## src/verilog/ovlc_pkg.sv

```systemverilog
// Package for the output voltage limit command bank: command codes,
// paged slot layout, reset values, field encodings and timing counts.
// Assumes a 25 MHz core clock and a two-channel (two-page) device.
package ovlc_pkg;

	////////////////////////////////////////////////////////////////////////
	// Clock and timing
	localparam int CLK_HZ          = 25_000_000;
	localparam int ADC_SCAN_MS     = 90;
	localparam int ADC_SCAN_CYC    = ADC_SCAN_MS * (CLK_HZ / 1000);
	localparam int OV_SETTLE_MS    = 10;
	localparam int OV_SETTLE_CYC   = (OV_SETTLE_MS * (CLK_HZ / 1000) + 0);
	localparam int SLEW_STEP_NS    = 1000;
	localparam int SLEW_STEP_CYC   = (SLEW_STEP_NS * (CLK_HZ / 1_000_000) + 999) / 1000;

	////////////////////////////////////////////////////////////////////////
	// Geometry
	localparam int NPAGE = 2;
	localparam int NSLOT = 9;

	typedef logic [15:0]               ovlc_word_t;
	typedef logic [3:0]                ovlc_slot_t;
	typedef ovlc_word_t [NSLOT-1:0]    ovlc_page_t;
	typedef ovlc_page_t [NPAGE-1:0]    ovlc_bank_t;

	////////////////////////////////////////////////////////////////////////
	// Command codes
	localparam logic [7:0] CODE_FORMAT_EXP     = 8'h20;
	localparam logic [7:0] CODE_NOMINAL        = 8'h21;
	localparam logic [7:0] CODE_CEILING        = 8'h24;
	localparam logic [7:0] CODE_MARGIN_HIGH    = 8'h25;
	localparam logic [7:0] CODE_MARGIN_LOW     = 8'h26;
	localparam logic [7:0] CODE_OV_FAULT       = 8'h40;
	localparam logic [7:0] CODE_OV_WARN        = 8'h42;
	localparam logic [7:0] CODE_UV_WARN        = 8'h43;
	localparam logic [7:0] CODE_UV_FAULT       = 8'h44;
	localparam logic [7:0] CODE_ABS_MAX        = 8'ha5;
	localparam logic [7:0] CODE_IIN_OFFSET     = 8'he9;
	localparam logic [7:0] CODE_TURN_ON        = 8'h35;
	localparam logic [7:0] CODE_TURN_OFF       = 8'h36;

	////////////////////////////////////////////////////////////////////////
	// Paged slot indices
	localparam ovlc_slot_t SLOT_NOMINAL     = 4'h0;
	localparam ovlc_slot_t SLOT_CEILING     = 4'h1;
	localparam ovlc_slot_t SLOT_MARGIN_HIGH = 4'h2;
	localparam ovlc_slot_t SLOT_MARGIN_LOW  = 4'h3;
	localparam ovlc_slot_t SLOT_OV_FAULT    = 4'h4;
	localparam ovlc_slot_t SLOT_OV_WARN     = 4'h5;
	localparam ovlc_slot_t SLOT_UV_WARN     = 4'h6;
	localparam ovlc_slot_t SLOT_UV_FAULT    = 4'h7;
	localparam ovlc_slot_t SLOT_IIN_OFFSET  = 4'h8;

	////////////////////////////////////////////////////////////////////////
	// Reset values and fixed absolute maximum words
	localparam logic [7:0] RST_FORMAT_EXP   = 8'h14;
	localparam ovlc_page_t RST_PAGE = '{
		16'h8be7, 16'h0e66, 16'h0ecd, 16'h1133, 16'h119a,
		16'h0f33, 16'h10cd, 16'h599a, 16'h1000};
	localparam ovlc_word_t RST_TURN_ON      = 16'hcac0;
	localparam ovlc_word_t RST_TURN_OFF     = 16'hcaa0;
	localparam ovlc_word_t ABS_MAX_HIGH_RNG = 16'h5b34;
	localparam ovlc_word_t ABS_MAX_LOW_RNG  = 16'h2c00;

	////////////////////////////////////////////////////////////////////////
	// Field positions and encodings
	localparam int FMT_MODE_LSB      = 5;
	localparam int L11_MANT_MSB      = 10;
	localparam int MFR_BUSY_A_BIT    = 5;
	localparam int MFR_BUSY_B_BIT    = 6;
	localparam logic [1:0] MARGIN_NONE = 2'h0;
	localparam logic [1:0] MARGIN_HIGH = 2'h1;
	localparam logic [1:0] MARGIN_LOW  = 2'h2;
	localparam logic [1:0] PH_OFF    = 2'h0;
	localparam logic [1:0] PH_RISE   = 2'h1;
	localparam logic [1:0] PH_ACTIVE = 2'h2;
	localparam logic [1:0] PH_FALL   = 2'h3;

	typedef enum logic [1:0] {
		CONV_OFF = 2'b01,
		CONV_ON  = 2'b10
	} ovlc_conv_e;

	typedef struct packed {
		logic       write;
		logic [7:0] code;
		logic       page;
		ovlc_word_t data;
	} ovlc_cmd_s;

	typedef struct packed {
		logic       valid;
		logic       nack;
		ovlc_word_t data;
	} ovlc_rsp_s;

	typedef struct packed {
		logic ov_fault;
		logic uv_fault;
		logic ov_warn;
		logic uv_warn;
	} ovlc_status_s;

	// Maps a paged command code to its slot; bit 4 flags a hit
	function automatic logic [4:0] ovlc_slot_of(input logic [7:0] code);
		case (code)
			CODE_NOMINAL:     ovlc_slot_of = {1'b1, SLOT_NOMINAL};
			CODE_CEILING:     ovlc_slot_of = {1'b1, SLOT_CEILING};
			CODE_MARGIN_HIGH: ovlc_slot_of = {1'b1, SLOT_MARGIN_HIGH};
			CODE_MARGIN_LOW:  ovlc_slot_of = {1'b1, SLOT_MARGIN_LOW};
			CODE_OV_FAULT:    ovlc_slot_of = {1'b1, SLOT_OV_FAULT};
			CODE_OV_WARN:     ovlc_slot_of = {1'b1, SLOT_OV_WARN};
			CODE_UV_WARN:     ovlc_slot_of = {1'b1, SLOT_UV_WARN};
			CODE_UV_FAULT:    ovlc_slot_of = {1'b1, SLOT_UV_FAULT};
			CODE_IIN_OFFSET:  ovlc_slot_of = {1'b1, SLOT_IIN_OFFSET};
			default:          ovlc_slot_of = 5'h00;
		endcase
	endfunction

endpackage

```

## src/verilog/ovlc_page_bank.sv

```systemverilog
// Paged word store for the per-channel output commands.
// Assumes the caller has already clamped and qualified each write.
module ovlc_page_bank
(
	// Clock and reset
	input  wire logic              clk_i,
	input  wire logic              rst_i,
	// Write port
	input  wire logic              wr_en_i,
	input  wire logic              wr_page_i,
	input  wire ovlc_pkg::ovlc_slot_t wr_slot_i,
	input  wire ovlc_pkg::ovlc_word_t wr_data_i,
	// Read port, one cycle latency
	input  wire logic              rd_page_i,
	input  wire ovlc_pkg::ovlc_slot_t rd_slot_i,
	output ovlc_pkg::ovlc_word_t   rd_data_o,
	// All words, for the limit logic
	output ovlc_pkg::ovlc_bank_t   words_o
);
	import ovlc_pkg::*;

	ovlc_bank_t words;
	ovlc_bank_t next_words;
	ovlc_word_t next_rd_data;

	always_comb
	begin
		next_words = words;
		if (wr_en_i && (int'(wr_slot_i) < NSLOT))
		begin
			next_words[wr_page_i][wr_slot_i] = wr_data_i;
		end
		next_rd_data = (int'(rd_slot_i) < NSLOT) ? words[rd_page_i][rd_slot_i] : 16'h0000;
	end

	always_ff @(posedge clk_i)
	begin
		if (rst_i)
		begin
			words     <= {NPAGE{RST_PAGE}};
			rd_data_o <= 16'h0000;
		end
		else
		begin
			words     <= next_words;
			rd_data_o <= next_rd_data;
		end
	end

	assign words_o = words;

endmodule

```

## src/verilog/ovlc_core.sv

```systemverilog
// Output voltage limit command bank of a two-channel step-down module.
// Assumes a command layer outside decodes the serial protocol into one
// command per cycle, and that sequencer and operation inputs share clk_i.
// What this block does
// - Start conversion when input reaches turn-on
// - Stop conversion when input falls to turn-off
// - Read-only format byte: linear mode, exponent
// - Output words are unsigned scaled mantissas
// - Set point clamped to ceiling; ceiling max 5.7V
// - Overvoltage fault when sense exceeds limit
// - Busy recalculating drives status bits 5,6 low
// - Pulldown response: no fault pin, gates pulled
// - Overvoltage warning sets status and alert
// - Undervoltage warning sets status and alert
// - Warnings reported within measurement scan period
// - Undervoltage fault when sense below limit
// - Set point changes ignored during rise/fall
// - Settled output slews to new set point
// - Absolute maximum follows range bit
// - Set point over maximum: logic fault, clamp
// - Quiescent offset added to reported input current
module ovlc_core
#(
	parameter int ADC_SCAN_CYCLES  = ovlc_pkg::ADC_SCAN_CYC,
	parameter int OV_SETTLE_CYCLES = ovlc_pkg::OV_SETTLE_CYC
)
(
	// Clock and reset
	input  wire logic                  clk_i,
	input  wire logic                  rst_i,
	// Command port
	input  wire logic                  cmd_valid_i,
	input  wire ovlc_pkg::ovlc_cmd_s   cmd_i,
	output ovlc_pkg::ovlc_rsp_s        rsp_o,
	// Operation and sequencing, same clock
	input  wire logic [1:0][1:0]       op_margin_i,
	input  wire logic [1:0][1:0]       seq_phase_i,
	input  wire logic                  clear_faults_i,
	input  wire logic [1:0][1:0]       warn_mask_i,
	// Measurements and straps, asynchronous
	input  wire logic [15:0]           input_supply_sense_i,
	input  wire logic [1:0][15:0]      vout_sense_i,
	input  wire logic [1:0][15:0]      vout_readback_i,
	input  wire logic [1:0][15:0]      iin_measured_i,
	input  wire logic [1:0]            pwm_range_low_i,
	input  wire logic [1:0]            overvoltage_pulldown_response_i,
	// Power stage
	output logic                       conv_enable_o,
	output ovlc_pkg::ovlc_word_t [1:0] vout_target_o,
	output logic [1:0]                 top_gate_drive_o,
	output logic [1:0]                 bottom_gate_drive_o,
	// Status and reporting
	output ovlc_pkg::ovlc_status_s [1:0] status_vout_o,
	output logic                       status_byte_none_o,
	output logic                       status_word_vout_o,
	output logic                       cml_fault_o,
	output logic [7:0]                 common_manufacturer_status_o,
	output ovlc_pkg::ovlc_word_t [1:0] iin_report_o,
	output logic                       alert_oe_o,
	output logic                       fault_gpio_oe_o
);
	import ovlc_pkg::*;

	////////////////////////////////////////////////////////////////////////
	// Two-stage synchronisers on all measurement pins
	localparam int SW = 16 + 3 * 32 + 4;

	logic [SW-1:0] pin_raw;
	logic [SW-1:0] pin_meta;
	logic [SW-1:0] pin_sync;

	assign pin_raw = {input_supply_sense_i, vout_sense_i, vout_readback_i, iin_measured_i,
		pwm_range_low_i, overvoltage_pulldown_response_i};

	genvar gi;
	generate
		for (gi = 0; gi < SW; gi++)
		begin : g_sync
			always_ff @(posedge clk_i)
			begin
				pin_meta[gi] <= pin_raw[gi];
				pin_sync[gi] <= pin_meta[gi];
			end
		end
	endgenerate

	ovlc_word_t       vin_s;
	ovlc_word_t [1:0] sense_s;
	ovlc_word_t [1:0] readback_s;
	ovlc_word_t [1:0] iin_s;
	logic [1:0]       range_low_s;
	logic [1:0]       pulldown_s;

	assign {vin_s, sense_s, readback_s, iin_s, range_low_s, pulldown_s} = pin_sync;

	////////////////////////////////////////////////////////////////////////
	// Paged store
	logic        bank_wr;
	ovlc_slot_t  bank_wr_slot;
	ovlc_word_t  bank_wr_data;
	ovlc_word_t  bank_rd_data;
	ovlc_bank_t  bank;
	logic [4:0]  hit;

	assign hit = ovlc_slot_of(cmd_i.code);

	ovlc_page_bank u_bank
	(
		.clk_i     (clk_i),
		.rst_i     (rst_i),
		.wr_en_i   (bank_wr),
		.wr_page_i (cmd_i.page),
		.wr_slot_i (bank_wr_slot),
		.wr_data_i (bank_wr_data),
		.rd_page_i (cmd_i.page),
		.rd_slot_i (hit[3:0]),
		.rd_data_o (bank_rd_data),
		.words_o   (bank)
	);

	////////////////////////////////////////////////////////////////////////
	// State
	ovlc_conv_e             conv,         next_conv;
	ovlc_word_t             turn_on,      next_turn_on;
	ovlc_word_t             turn_off,     next_turn_off;
	ovlc_word_t [1:0]       target,       next_target;
	ovlc_status_s [1:0]     status,       next_status;
	logic                   cml,          next_cml;
	logic [21:0]            scan_cnt,     next_scan_cnt;
	logic [21:0]            busy_cnt,     next_busy_cnt;
	logic [7:0]             slew_cnt,     next_slew_cnt;
	logic                   rsp_valid,    next_rsp_valid;
	logic                   rsp_nack,     next_rsp_nack;
	logic                   rsp_bank,     next_rsp_bank;
	ovlc_word_t             rsp_local,    next_rsp_local;

	ovlc_word_t [1:0]       abs_max;
	ovlc_word_t [1:0]       want;
	logic                   scan_tick;
	logic                   slew_tick;
	logic                   any_active;
	logic                   is_setpoint;

	always_comb
	begin
		for (int c = 0; c < NPAGE; c++)
		begin
			abs_max[c] = range_low_s[c] ? ABS_MAX_LOW_RNG : ABS_MAX_HIGH_RNG;
			case (op_margin_i[c])
				MARGIN_HIGH: want[c] = bank[c][SLOT_MARGIN_HIGH];
				MARGIN_LOW:  want[c] = bank[c][SLOT_MARGIN_LOW];
				default:     want[c] = bank[c][SLOT_NOMINAL];
			endcase
			if (want[c] > bank[c][SLOT_CEILING])
			begin
				want[c] = bank[c][SLOT_CEILING];
			end
		end
	end

	assign scan_tick   = (scan_cnt == 22'(ADC_SCAN_CYCLES - 1));
	assign slew_tick   = (slew_cnt == 8'(SLEW_STEP_CYC - 1));
	assign any_active  = (seq_phase_i[0] != PH_OFF) || (seq_phase_i[1] != PH_OFF);
	assign is_setpoint = (hit[3:0] == SLOT_NOMINAL) || (hit[3:0] == SLOT_MARGIN_HIGH)
		|| (hit[3:0] == SLOT_MARGIN_LOW);

	////////////////////////////////////////////////////////////////////////
	// Command handling and limit logic
	always_comb
	begin
		next_conv      = conv;
		next_turn_on   = turn_on;
		next_turn_off  = turn_off;
		next_target    = target;
		next_status    = status;
		next_cml       = cml;
		next_scan_cnt  = scan_tick ? 22'h000000 : scan_cnt + 22'h000001;
		next_slew_cnt  = slew_tick ? 8'h00 : slew_cnt + 8'h01;
		next_busy_cnt  = (busy_cnt != 22'h000000) ? busy_cnt - 22'h000001 : busy_cnt;
		next_rsp_valid = 1'b0;
		next_rsp_nack  = 1'b0;
		next_rsp_bank  = 1'b0;
		next_rsp_local = 16'h0000;
		bank_wr        = 1'b0;
		bank_wr_slot   = hit[3:0];
		bank_wr_data   = cmd_i.data;

		// Unsigned compare of the 11-bit mantissas; both words share one exponent
		case (conv)
			CONV_OFF:
				if (vin_s[L11_MANT_MSB:0] >= turn_on[L11_MANT_MSB:0])
				begin
					next_conv = CONV_ON;
				end
			CONV_ON:
				if (vin_s[L11_MANT_MSB:0] <= turn_off[L11_MANT_MSB:0])
				begin
					next_conv = CONV_OFF;
				end
			default:
				next_conv = CONV_OFF;
		endcase

		if (cmd_valid_i)
		begin
			next_rsp_valid = 1'b1;
			if (cmd_i.write)
			begin
				if (hit[4])
				begin
					bank_wr = 1'b1;
					if (is_setpoint && (cmd_i.data > abs_max[cmd_i.page]))
					begin
						bank_wr_data = abs_max[cmd_i.page];
						next_cml     = 1'b1;
					end
					if ((hit[3:0] == SLOT_CEILING) && (cmd_i.data > ABS_MAX_HIGH_RNG))
					begin
						bank_wr_data = ABS_MAX_HIGH_RNG;
					end
					if ((hit[3:0] == SLOT_OV_FAULT) && any_active)
					begin
						next_busy_cnt = 22'(OV_SETTLE_CYCLES);
					end
				end
				else if (cmd_i.code == CODE_TURN_ON)
				begin
					next_turn_on = cmd_i.data;
				end
				else if (cmd_i.code == CODE_TURN_OFF)
				begin
					next_turn_off = cmd_i.data;
				end
				else
				begin
					next_rsp_nack = 1'b1;
				end
			end
			else
			begin
				next_rsp_bank = hit[4];
				case (cmd_i.code)
					CODE_FORMAT_EXP: next_rsp_local = {8'h00, RST_FORMAT_EXP};
					CODE_ABS_MAX:    next_rsp_local = abs_max[cmd_i.page];
					CODE_TURN_ON:    next_rsp_local = turn_on;
					CODE_TURN_OFF:   next_rsp_local = turn_off;
					default:         next_rsp_nack  = !hit[4];
				endcase
			end
		end

		for (int c = 0; c < NPAGE; c++)
		begin
			// Target held during sequencing ramps, stepped when settled
			case (seq_phase_i[c])
				PH_OFF:
					next_target[c] = want[c];
				PH_ACTIVE:
					if (slew_tick && (target[c] < want[c]))
					begin
						next_target[c] = target[c] + 16'h0001;
					end
					else if (slew_tick && (target[c] > want[c]))
					begin
						next_target[c] = target[c] - 16'h0001;
					end
				default:
					next_target[c] = target[c];
			endcase

			if (clear_faults_i)
			begin
				next_status[c] = '0;
			end
			// Sets are applied after the clear so a same-cycle event wins
			if (sense_s[c] > bank[c][SLOT_OV_FAULT])
			begin
				next_status[c].ov_fault = 1'b1;
			end
			if (sense_s[c] < bank[c][SLOT_UV_FAULT])
			begin
				next_status[c].uv_fault = 1'b1;
			end
			// Warnings use the slow readback scan, so reporting lags by a scan period
			if (scan_tick && (readback_s[c] > bank[c][SLOT_OV_WARN]))
			begin
				next_status[c].ov_warn = 1'b1;
			end
			if (scan_tick && (readback_s[c] < bank[c][SLOT_UV_WARN]))
			begin
				next_status[c].uv_warn = 1'b1;
			end
		end
		if (clear_faults_i)
		begin
			next_cml = 1'b0;
		end
		if (cmd_valid_i && cmd_i.write && hit[4] && is_setpoint
			&& (cmd_i.data > abs_max[cmd_i.page]))
		begin
			next_cml = 1'b1;
		end
	end

	always_ff @(posedge clk_i)
	begin
		if (rst_i)
		begin
			conv      <= CONV_OFF;
			turn_on   <= RST_TURN_ON;
			turn_off  <= RST_TURN_OFF;
			target    <= '0;
			status    <= '0;
			cml       <= 1'b0;
			scan_cnt  <= 22'h000000;
			busy_cnt  <= 22'h000000;
			slew_cnt  <= 8'h00;
			rsp_valid <= 1'b0;
			rsp_nack  <= 1'b0;
			rsp_bank  <= 1'b0;
			rsp_local <= 16'h0000;
		end
		else
		begin
			conv      <= next_conv;
			turn_on   <= next_turn_on;
			turn_off  <= next_turn_off;
			target    <= next_target;
			status    <= next_status;
			cml       <= next_cml;
			scan_cnt  <= next_scan_cnt;
			busy_cnt  <= next_busy_cnt;
			slew_cnt  <= next_slew_cnt;
			rsp_valid <= next_rsp_valid;
			rsp_nack  <= next_rsp_nack;
			rsp_bank  <= next_rsp_bank;
			rsp_local <= next_rsp_local;
		end
	end

	////////////////////////////////////////////////////////////////////////
	// Outputs
	logic [1:0] warn_alert;
	logic [1:0] ov_gpio;

	always_comb
	begin
		for (int c = 0; c < NPAGE; c++)
		begin
			warn_alert[c] = (status[c].ov_warn && !warn_mask_i[c][1])
				|| (status[c].uv_warn && !warn_mask_i[c][0]);
			ov_gpio[c] = status[c].ov_fault && !pulldown_s[c];
			if (status[c].ov_fault)
			begin
				// Pulldown crowbars through the bottom switch; otherwise both off
				top_gate_drive_o[c]    = 1'b0;
				bottom_gate_drive_o[c] = pulldown_s[c];
			end
			else
			begin
				top_gate_drive_o[c]    = (conv == CONV_ON) && (seq_phase_i[c] != PH_OFF);
				bottom_gate_drive_o[c] = (conv == CONV_ON) && (seq_phase_i[c] != PH_OFF);
			end
			iin_report_o[c] = {input_quiescent_exp(c),
				11'(iin_s[c][L11_MANT_MSB:0] + bank[c][SLOT_IIN_OFFSET][L11_MANT_MSB:0])};
		end
	end

	// Exponent of the offset word; measured current is assumed to share it
	function automatic logic [4:0] input_quiescent_exp(input int c);
		input_quiescent_exp = bank[c][SLOT_IIN_OFFSET][15:11];
	endfunction

	assign conv_enable_o      = (conv == CONV_ON);
	assign vout_target_o      = target;
	assign status_vout_o      = status;
	assign status_byte_none_o = (|status[0]) || (|status[1]);
	assign status_word_vout_o = (|status[0]) || (|status[1]);
	assign cml_fault_o        = cml;
	assign alert_oe_o         = |warn_alert;
	assign fault_gpio_oe_o    = |ov_gpio;
	assign common_manufacturer_status_o = (busy_cnt != 22'h000000) ? 8'h00
		: (8'h01 << MFR_BUSY_A_BIT) | (8'h01 << MFR_BUSY_B_BIT);
	assign rsp_o.valid = rsp_valid;
	assign rsp_o.nack  = rsp_nack;
	assign rsp_o.data  = rsp_bank ? bank_rd_data : rsp_local;

endmodule

```

## config.mk

```make
export PLATFORM = sky130hd
export DESIGN_NAME = ovlc_core
export DESIGN_NICKNAME = d
export VERILOG_FILES = /design/src/verilog/ovlc_pkg.sv /design/src/verilog/ovlc_page_bank.sv /design/src/verilog/ovlc_core.sv
export SDC_FILE = /design/constraint.sdc
export NUM_CORES = 2
export LEC_CHECK = 0
export ABC_CLOCK_PERIOD_IN_PS = 10150
export BUFFER_PORTS_ARGS = -buffer_cell sky130_fd_sc_hd__buf_2
export CAP_MARGIN = 20
export CORE_AREA = 2 2 306 308
export CTS_BUF_LIST = sky130_fd_sc_hd__clkbuf_8
export CTS_CLUSTER_DIAMETER = 150
export DETAILED_ROUTE_END_ITERATION = 10
export DIE_AREA = 0 0 308 310
export PLACE_DENSITY_LB_ADDON = 0.05
export SLEW_MARGIN = 20
export SYNTH_ARGS = -nofsm -noshare
export SYNTH_HDL_FRONTEND = slang
export SYNTH_SLANG_ARGS = --single-unit
```

## constraint.sdc

```tcl
create_clock -name clk_i -period 10.15 [get_ports clk_i]
set_clock_uncertainty 0.15 [all_clocks]
set_input_delay 0.5075 -clock clk_i [delete_from_list [all_inputs] [get_ports clk_i]]
set_output_delay 0.5075 -clock clk_i [all_outputs]
set_load 0.05 [all_outputs]
```

Word level (Yosys, flattened, before mapping)
Cells that the tools add are included.
{"block": "word_totals", "in_bits": 158, "elab_cells": 452, "ff_bits": 652, "output_inout_bits": 108}
{"block": "classes", "n_reduce_logical": 75, "magnitude_cmp": 23, "n_addsub": 9, "bitwise_logic": 4, "n_mux": 68, "n_eq_ne": 31}
{"cell": "two-way mux 144 bit", "count": 3}
{"cell": "bitwise mux 288 bit", "count": 1}
{"cell": "two-way mux 16 bit", "count": 15}
{"cell": "demux 144 bit (select 1 bit)", "count": 1}
{"cell": "> comparator 16 bit", "count": 9}
{"cell": "one-hot mux 16 bit (2 select lines)", "count": 4}
{"cell": "two-way mux 22 bit", "count": 5}
{"cell": "less-than comparator 16 bit", "count": 6}
{"cell": "binary-select mux 16 bit (select 4 bit)", "count": 1}
{"cell": "demux 16 bit (select 4 bit)", "count": 1}
{"cell": "one-hot mux 16 bit (4 select lines)", "count": 1}
{"cell": "equality test 8 x 6 -> 1 bit (second input constant)", "count": 7}
{"cell": "two-way mux 15 bit", "count": 3}
{"cell": "one-hot mux 5 bit (9 select lines)", "count": 1}
{"cell": "adder 16 x 1 -> 16 bit (second input constant)", "count": 2}
{"cell": "equality test 8 x 7 -> 1 bit (second input constant)", "count": 4}
{"cell": "subtractor 16 x 1 -> 16 bit (second input constant)", "count": 2}
{"cell": "two-way mux 1 bit", "count": 27}
{"cell": "logical AND 1 bit", "count": 26}
{"cell": "nonzero test 2 bit", "count": 12}
{"cell": "adder 11 bit", "count": 2}
{"cell": "adder 22 x 1 -> 22 bit (second input constant)", "count": 1}
{"cell": "equality test 22 bit (second input constant)", "count": 1}
{"cell": "nonzero test 22 bit", "count": 1}
{"cell": "other kinds (36)", "count": 74}

Longest topological paths before layout
{"block": "depth", "ltp_word": 12, "depth_mapped": 31, "mapped_depth_nobuf": 27}

By module
A second synthesis with hierarchy kept.
{"block": "hier_totals", "hier_cells": 3745, "area_unflattened_um2": 32357.3}
{"module": "ovlc_core", "area_per_inst_um2": 19050.8, "cells_each": 2122, "instances": 1, "seq_area_each_um2": 6966.7}
{"module": "ovlc_page_bank", "area_per_inst_um2": 13306.5, "cells_each": 1623, "instances": 1, "seq_area_each_um2": 6085.8}

Least setup slack after synthesis
No wires, ideal clock.
{"block": "synth_path", "path_kind": "input -> register", "startpoint": "input op_margin_i[2] (netlist bit)", "endpoint": "register target (netlist bit vout_target_o[27])", "n_path_buf": 4, "setup_ns": 0.086, "setup_slack_ns": 2.898, "stages": 29, "t_arrival_ns": 7.017, "required_time_ns": 9.914, "path_cell_list": "inv_1 > ha_1 > clkbuf_1 > clkbuf_1 > a22oi_1 > o21ai_0 > ha_1 > nor2b_1 > o211ai_1 > a2111oi_0 > a211oi_1 > a21oi_1 > buf_2 > mux2i_1 > ha_1 > a21o_1 > a21o_1 > a2111o_1 > or3_1 > clkbuf_1 > ha_1 > a21o_1 > a41oi_1 > a21oi_1 > or3_1 > a31oi_1 > xor2_1 > mux2_2 > a211oi_1"}
{"block": "synth_between", "elab_chain_cells": 8, "word_cells_on_any_way": 13, "classes_between": "3 x order compare; 3 x eq/ne; 4 x mux; 3 x reduce/logical"}
{"item": "from (decl)", "line_no": "ovlc_core.sv:36", "rtl": "input wire logic [1:0][1:0] op_margin_i,"}
{"item": "equality test 2 bit / equality test 2 x 1 -> 1 bit (equally long branches)", "line_no": "ovlc_core.sv:149", "rtl": "case (op_margin_i[c])"}
{"item": "one-hot mux 16 bit (2 select lines) (*)", "line_no": "ovlc_core.sv:149"}
{"item": "> comparator 16 bit", "line_no": "ovlc_core.sv:154", "rtl": "if (want[c] > bank[c][SLOT_CEILING])"}
{"item": "two-way mux 16 bit (*)", "line_no": "ovlc_core.sv:154"}
{"item": "less-than comparator 16 bit / > comparator 16 bit (equally long branches)", "line_no": "ovlc_core.sv:259, ovlc_core.sv:263"}
{"item": "logical AND 1 bit (on tied branches)", "line_no": "ovlc_core.sv:259, ovlc_core.sv:263"}
{"item": "two-way mux 16 bit / inequality test 3 bit (equally long branches)"}
{"item": "one-hot mux 16 bit (2 select lines) / AND reduction 2 bit (equally long branches)"}
{"item": "to (signal assigned)", "line_no": "ovlc_core.sv:328", "rtl": "target <= next_target;"}
{"item": "to (decl)", "line_no": "ovlc_core.sv:126", "rtl": "ovlc_word_t [1:0] target, next_target;"}
Mark *: on every way between the ends. The rest lies on a longest branch, timed or not.
A chain may end at the register's enable or synchronous reset.

Worst setup path after layout
{"block": "layout_path", "startpoint": "input op_margin_i[1] (netlist bit)", "endpoint": "register target (netlist bit vout_target_o[14])"}
The elaborated chain is that of the path after synthesis.

==> parameters.txt <==
Parameter                              Value

Clock network
  Insertion delay of the later-clocked pin in the worst-skew pair    0.80 ns
  Root buf cell    sky130_fd_sc_hd__clkbuf_8
  Clk buf depth    3
  Clock transition at the registers of the reported paths    0.06 ns
  Sinks on the clock net    652
  Maximum level of the CTS H-tree    3
  CTS tree    done
  Total CTS buffers    119

Synth
  Total number of yosys warnings    0
  Cell accounting for the most synthesized area    sky130_fd_sc_hd__dfxtp_1
  Post-synth EDFFs    0
  Fraction of synthesis flops using an asynchronous set or reset pin    0%
  Number of distinct standard cells referenced by the synthesized netlist    85
  Leading cell types by total area after synthesis    sky130_fd_sc_hd__dfxtp_1, sky130_fd_sc_hd__ha_1, sky130_fd_sc_hd__mux2i_1
  Synthesized area per cell    8.959 µm²
  Sequential share of the synthesized area    40.88%
  Share of the synthesized area in the top cell type    40.88%
  Predominant post-synthesis flop cell    sky130_fd_sc_hd__dfxtp_1
  Flops & latches, synth    652
  Synth Cell Area    0.03193 mm²
  Syn Inst Count    3564

STA
  Relative slew slack    25.98%
  Fmax    132.8 MHz
  Period Utilization, post-route    74.19%
  RSZ-0062 raised after global routing    false
  Final setup violation count    0
  Worst slack on hold paths    0.06809 ns
  Post-layout minimum cycle time    7.530 ns
  Slew of the pin with the lowest slew margin    1.110 ns
  Final hold violation count    0
  Setup total negative slack    0 ns
  Final max-slew violation count    0

Cells and area
  Sequential cell area    0.01305 mm²
  Final cell count without fillers    5173
  Number of nets in the finished design    4315
  Multi-input logic area    0.01699 mm²
  Fillcell total    9445
  Fraction of layout cells with a size suffix above 1    14.34%
  Post-synthesis to final-layout area growth    18.77%

GRT
  First-pass GRT wire length    169900 µm
  GR Overflow Total    0
  Global Route Usage Sum    23.70%
  Via count of the first global-routing pass    26670
  Maximum number of pins on one net before global-route repair    171
  Antenna violations before repair    12

Die
  Starting Density    34.52%
  Std-Cell Rows    112
  Number of placed I/O pins    266
  Core Region    0.09249 mm²
  Full die area    0.09548 mm²
  Die Y-Extent    310 µm
  Width of the chip    308 µm

Setup path
  Class of the most critical setup path    primary input to flip-flop
  Critical Path Fanout Max    16
  Critical Path Sink Type    flip-flop
  Arrival time of the worst setup path    8.02 ns
  Data required time at the worst endpoint    10.64 ns
  Worst Setup Start Kind    primary input

Flow run
  Max Cap Violations    0

Placed design
  HPWL reported at the end of detailed placement    82470 µm
  Final weighted congestion in routability-driven placement    0.8387
  Count of input and output buffers    244
  Dpl cells    4831

Power
  Pleak    16.13 nW
  Worst voltage drop across the vdd grid    101.7 µV
  Cell area power density    166.7 mW/mm²
  Total power of the final layout    6.321 mW

Drt
  DRC violation count after routing    0
  Post-detailed-routing wire length    114900 µm
  Antenna violation net count after detailed routing    0
  Wire length per cell after detailed routing    22.21 µm
  Via-per-instance ratio    5.214
  DR pass1 iterations    5
  Number of violations reported at the end of detailed-routing iteration 0    1723
  Via count    26974

Run status
  Outcome    completed

Hold path
  Worst Hold Class    primary input to flip-flop
[worst paths after layout]
kind / start / endpoint / slack (ns) / depth (start not counted)
min reg2reg: pin_meta[1] / pin_sync[1] / 0.16 / 0
min: cmd_i[2] / turn_off[2] / 0.07 / 5
max reg2reg: u_bank.words_o[177] / vout_target_o[27] / 2.73 / 24
max: op_margin_i[1] / vout_target_o[14] / 2.62 / 27
[state kept, by name (all words and copies together) (netlist names), 8 cells and up]
register	count
u_bank.rd_data_o	16
pin_sync	79
scan_cnt	22
slew_cnt	8
busy_cnt	22
turn_off	16
status_vout_o	8
iin_s	22
u_bank.words_o	288
turn_on	16
rsp_local	16
pin_meta	101
vout_target_o	32
[cell usage in the layout (no fill, tap or decap), types with 103 or more instances in the layout]
cell type,n
sky130_fd_sc_hd__a21oi_1,212
sky130_fd_sc_hd__buf_2,242
sky130_fd_sc_hd__mux2i_1,186
sky130_fd_sc_hd__dlygate4sd3_1,120
sky130_fd_sc_hd__dfxtp_1,652
sky130_fd_sc_hd__nor3_1,103
sky130_fd_sc_hd__ha_1,277
sky130_fd_sc_hd__nand3_1,104
sky130_fd_sc_hd__o21ai_0,193
sky130_fd_sc_hd__nand2_1,216
sky130_fd_sc_hd__clkbuf_8,160
sky130_fd_sc_hd__nor2_1,280
sky130_fd_sc_hd__inv_1,281
[metrics by stage]
stage / util [%] / worst slack (ns) / area (µm²)
after floorplan: - / 2.898 / 31950
after global placement: 36.85 / 1.868 / 34080
after detailed placement: 36.86 / 1.804 / 34090
after CTS: 40.99 / 2.647 / 37910
after global routing: 41.00 / 2.069 / 37920
final: 41.00 / 2.620 / 37920
[where the power goes]
part / leakage [nW] / internal [mW] / switching (mW)
sequential: 5.35 / 2.65 / 0.0674
combinational: 9.30 / 0.338 / 0.552
clock: 1.48 / 1.53 / 1.19
total: 16.1 / 4.52 / 1.81
[cells by family after synthesis]
kind of cell	after synthesis	synth area share [%]
AO/OA/AOI/OAI	922	18.73
XOR/XNOR	77	2.112
adder cells (fa/ha/maj)	281	11.11
buffers and inverters	475	6.058
flip-flops	652	40.88
multiplexers	221	7.066
other	1	0.01175
AND/OR/NAND/NOR	935	14.03
[Yosys cell counts, types with 102 or more instances]
cell	number
sky130_fd_sc_hd__nor2_1	282
sky130_fd_sc_hd__a21oi_1	214
sky130_fd_sc_hd__dfxtp_1	652
sky130_fd_sc_hd__nand3_1	104
sky130_fd_sc_hd__clkbuf_1	152
sky130_fd_sc_hd__inv_1	248
sky130_fd_sc_hd__nand2_1	217
sky130_fd_sc_hd__a211oi_1	102
sky130_fd_sc_hd__mux2i_1	186
sky130_fd_sc_hd__nor3_1	103
sky130_fd_sc_hd__o21ai_0	193
sky130_fd_sc_hd__ha_1	277
[routing by layer]
metal / share of wire (%) / GRT usage (%) / up-vias / wire length (µm)
li1: - / - / 13427 / -
met1: 44 / 29.54 / 12754 / 50010
met2: 49 / 41.42 / 619 / 56080
met3: 4.9 / 3.896 / 164 / 5611
met4: 2.7 / 7.998 / 10 / 3113
met5: 0.057 / 0 / - / 66
[area by class of cell]
cell class	instances	area share, %
multi-input cells	2442	44.81
flip-flops and latches	652	34.42
repair buffers	413	7.440
clock buffers	159	5.771
well taps	1197	3.949
inverters	248	2.468
clock inverters	60	1.128
diodes	2	0.01320
[critical path: stages]
cell and delay (ns):
sky130_fd_sc_hd__buf_2 0.11, sky130_fd_sc_hd__inv_1 0.05, sky130_fd_sc_hd__ha_1 0.55, sky130_fd_sc_hd__a22oi_1 0.23, sky130_fd_sc_hd__o21ai_0 0.69, sky130_fd_sc_hd__ha_1 0.25, sky130_fd_sc_hd__nand4_1 0.12, sky130_fd_sc_hd__or4_1 0.42
sky130_fd_sc_hd__a21oi_1 0.14, sky130_fd_sc_hd__o31a_1 0.58, sky130_fd_sc_hd__buf_4 0.29, sky130_fd_sc_hd__mux2i_1 0.33, sky130_fd_sc_hd__ha_1 0.32, sky130_fd_sc_hd__a21oi_1 0.14, sky130_fd_sc_hd__o21ai_0 0.15, sky130_fd_sc_hd__a211oi_1 0.37
sky130_fd_sc_hd__nand3b_1 0.11, sky130_fd_sc_hd__buf_4 0.22, sky130_fd_sc_hd__ha_1 0.33, sky130_fd_sc_hd__nor2b_1 0.18, sky130_fd_sc_hd__o311ai_0 0.57, sky130_fd_sc_hd__a31oi_1 0.30, sky130_fd_sc_hd__a221o_1 0.42, sky130_fd_sc_hd__a21oi_1 0.18
sky130_fd_sc_hd__xnor2_1 0.11, sky130_fd_sc_hd__a211oi_1 0.26, sky130_fd_sc_hd__nor3_1 0.08
[timing repair]
item | CTS | global route
setup endpoints to repair | 0 | 0
gates resized for setup | 0 | 0
hold buffers | 120 | 0
endpoints found under the hold margin | 134 | 0
buffers inserted | 0 | 0
No activity file was read; power rests on OpenSTA's default activity.
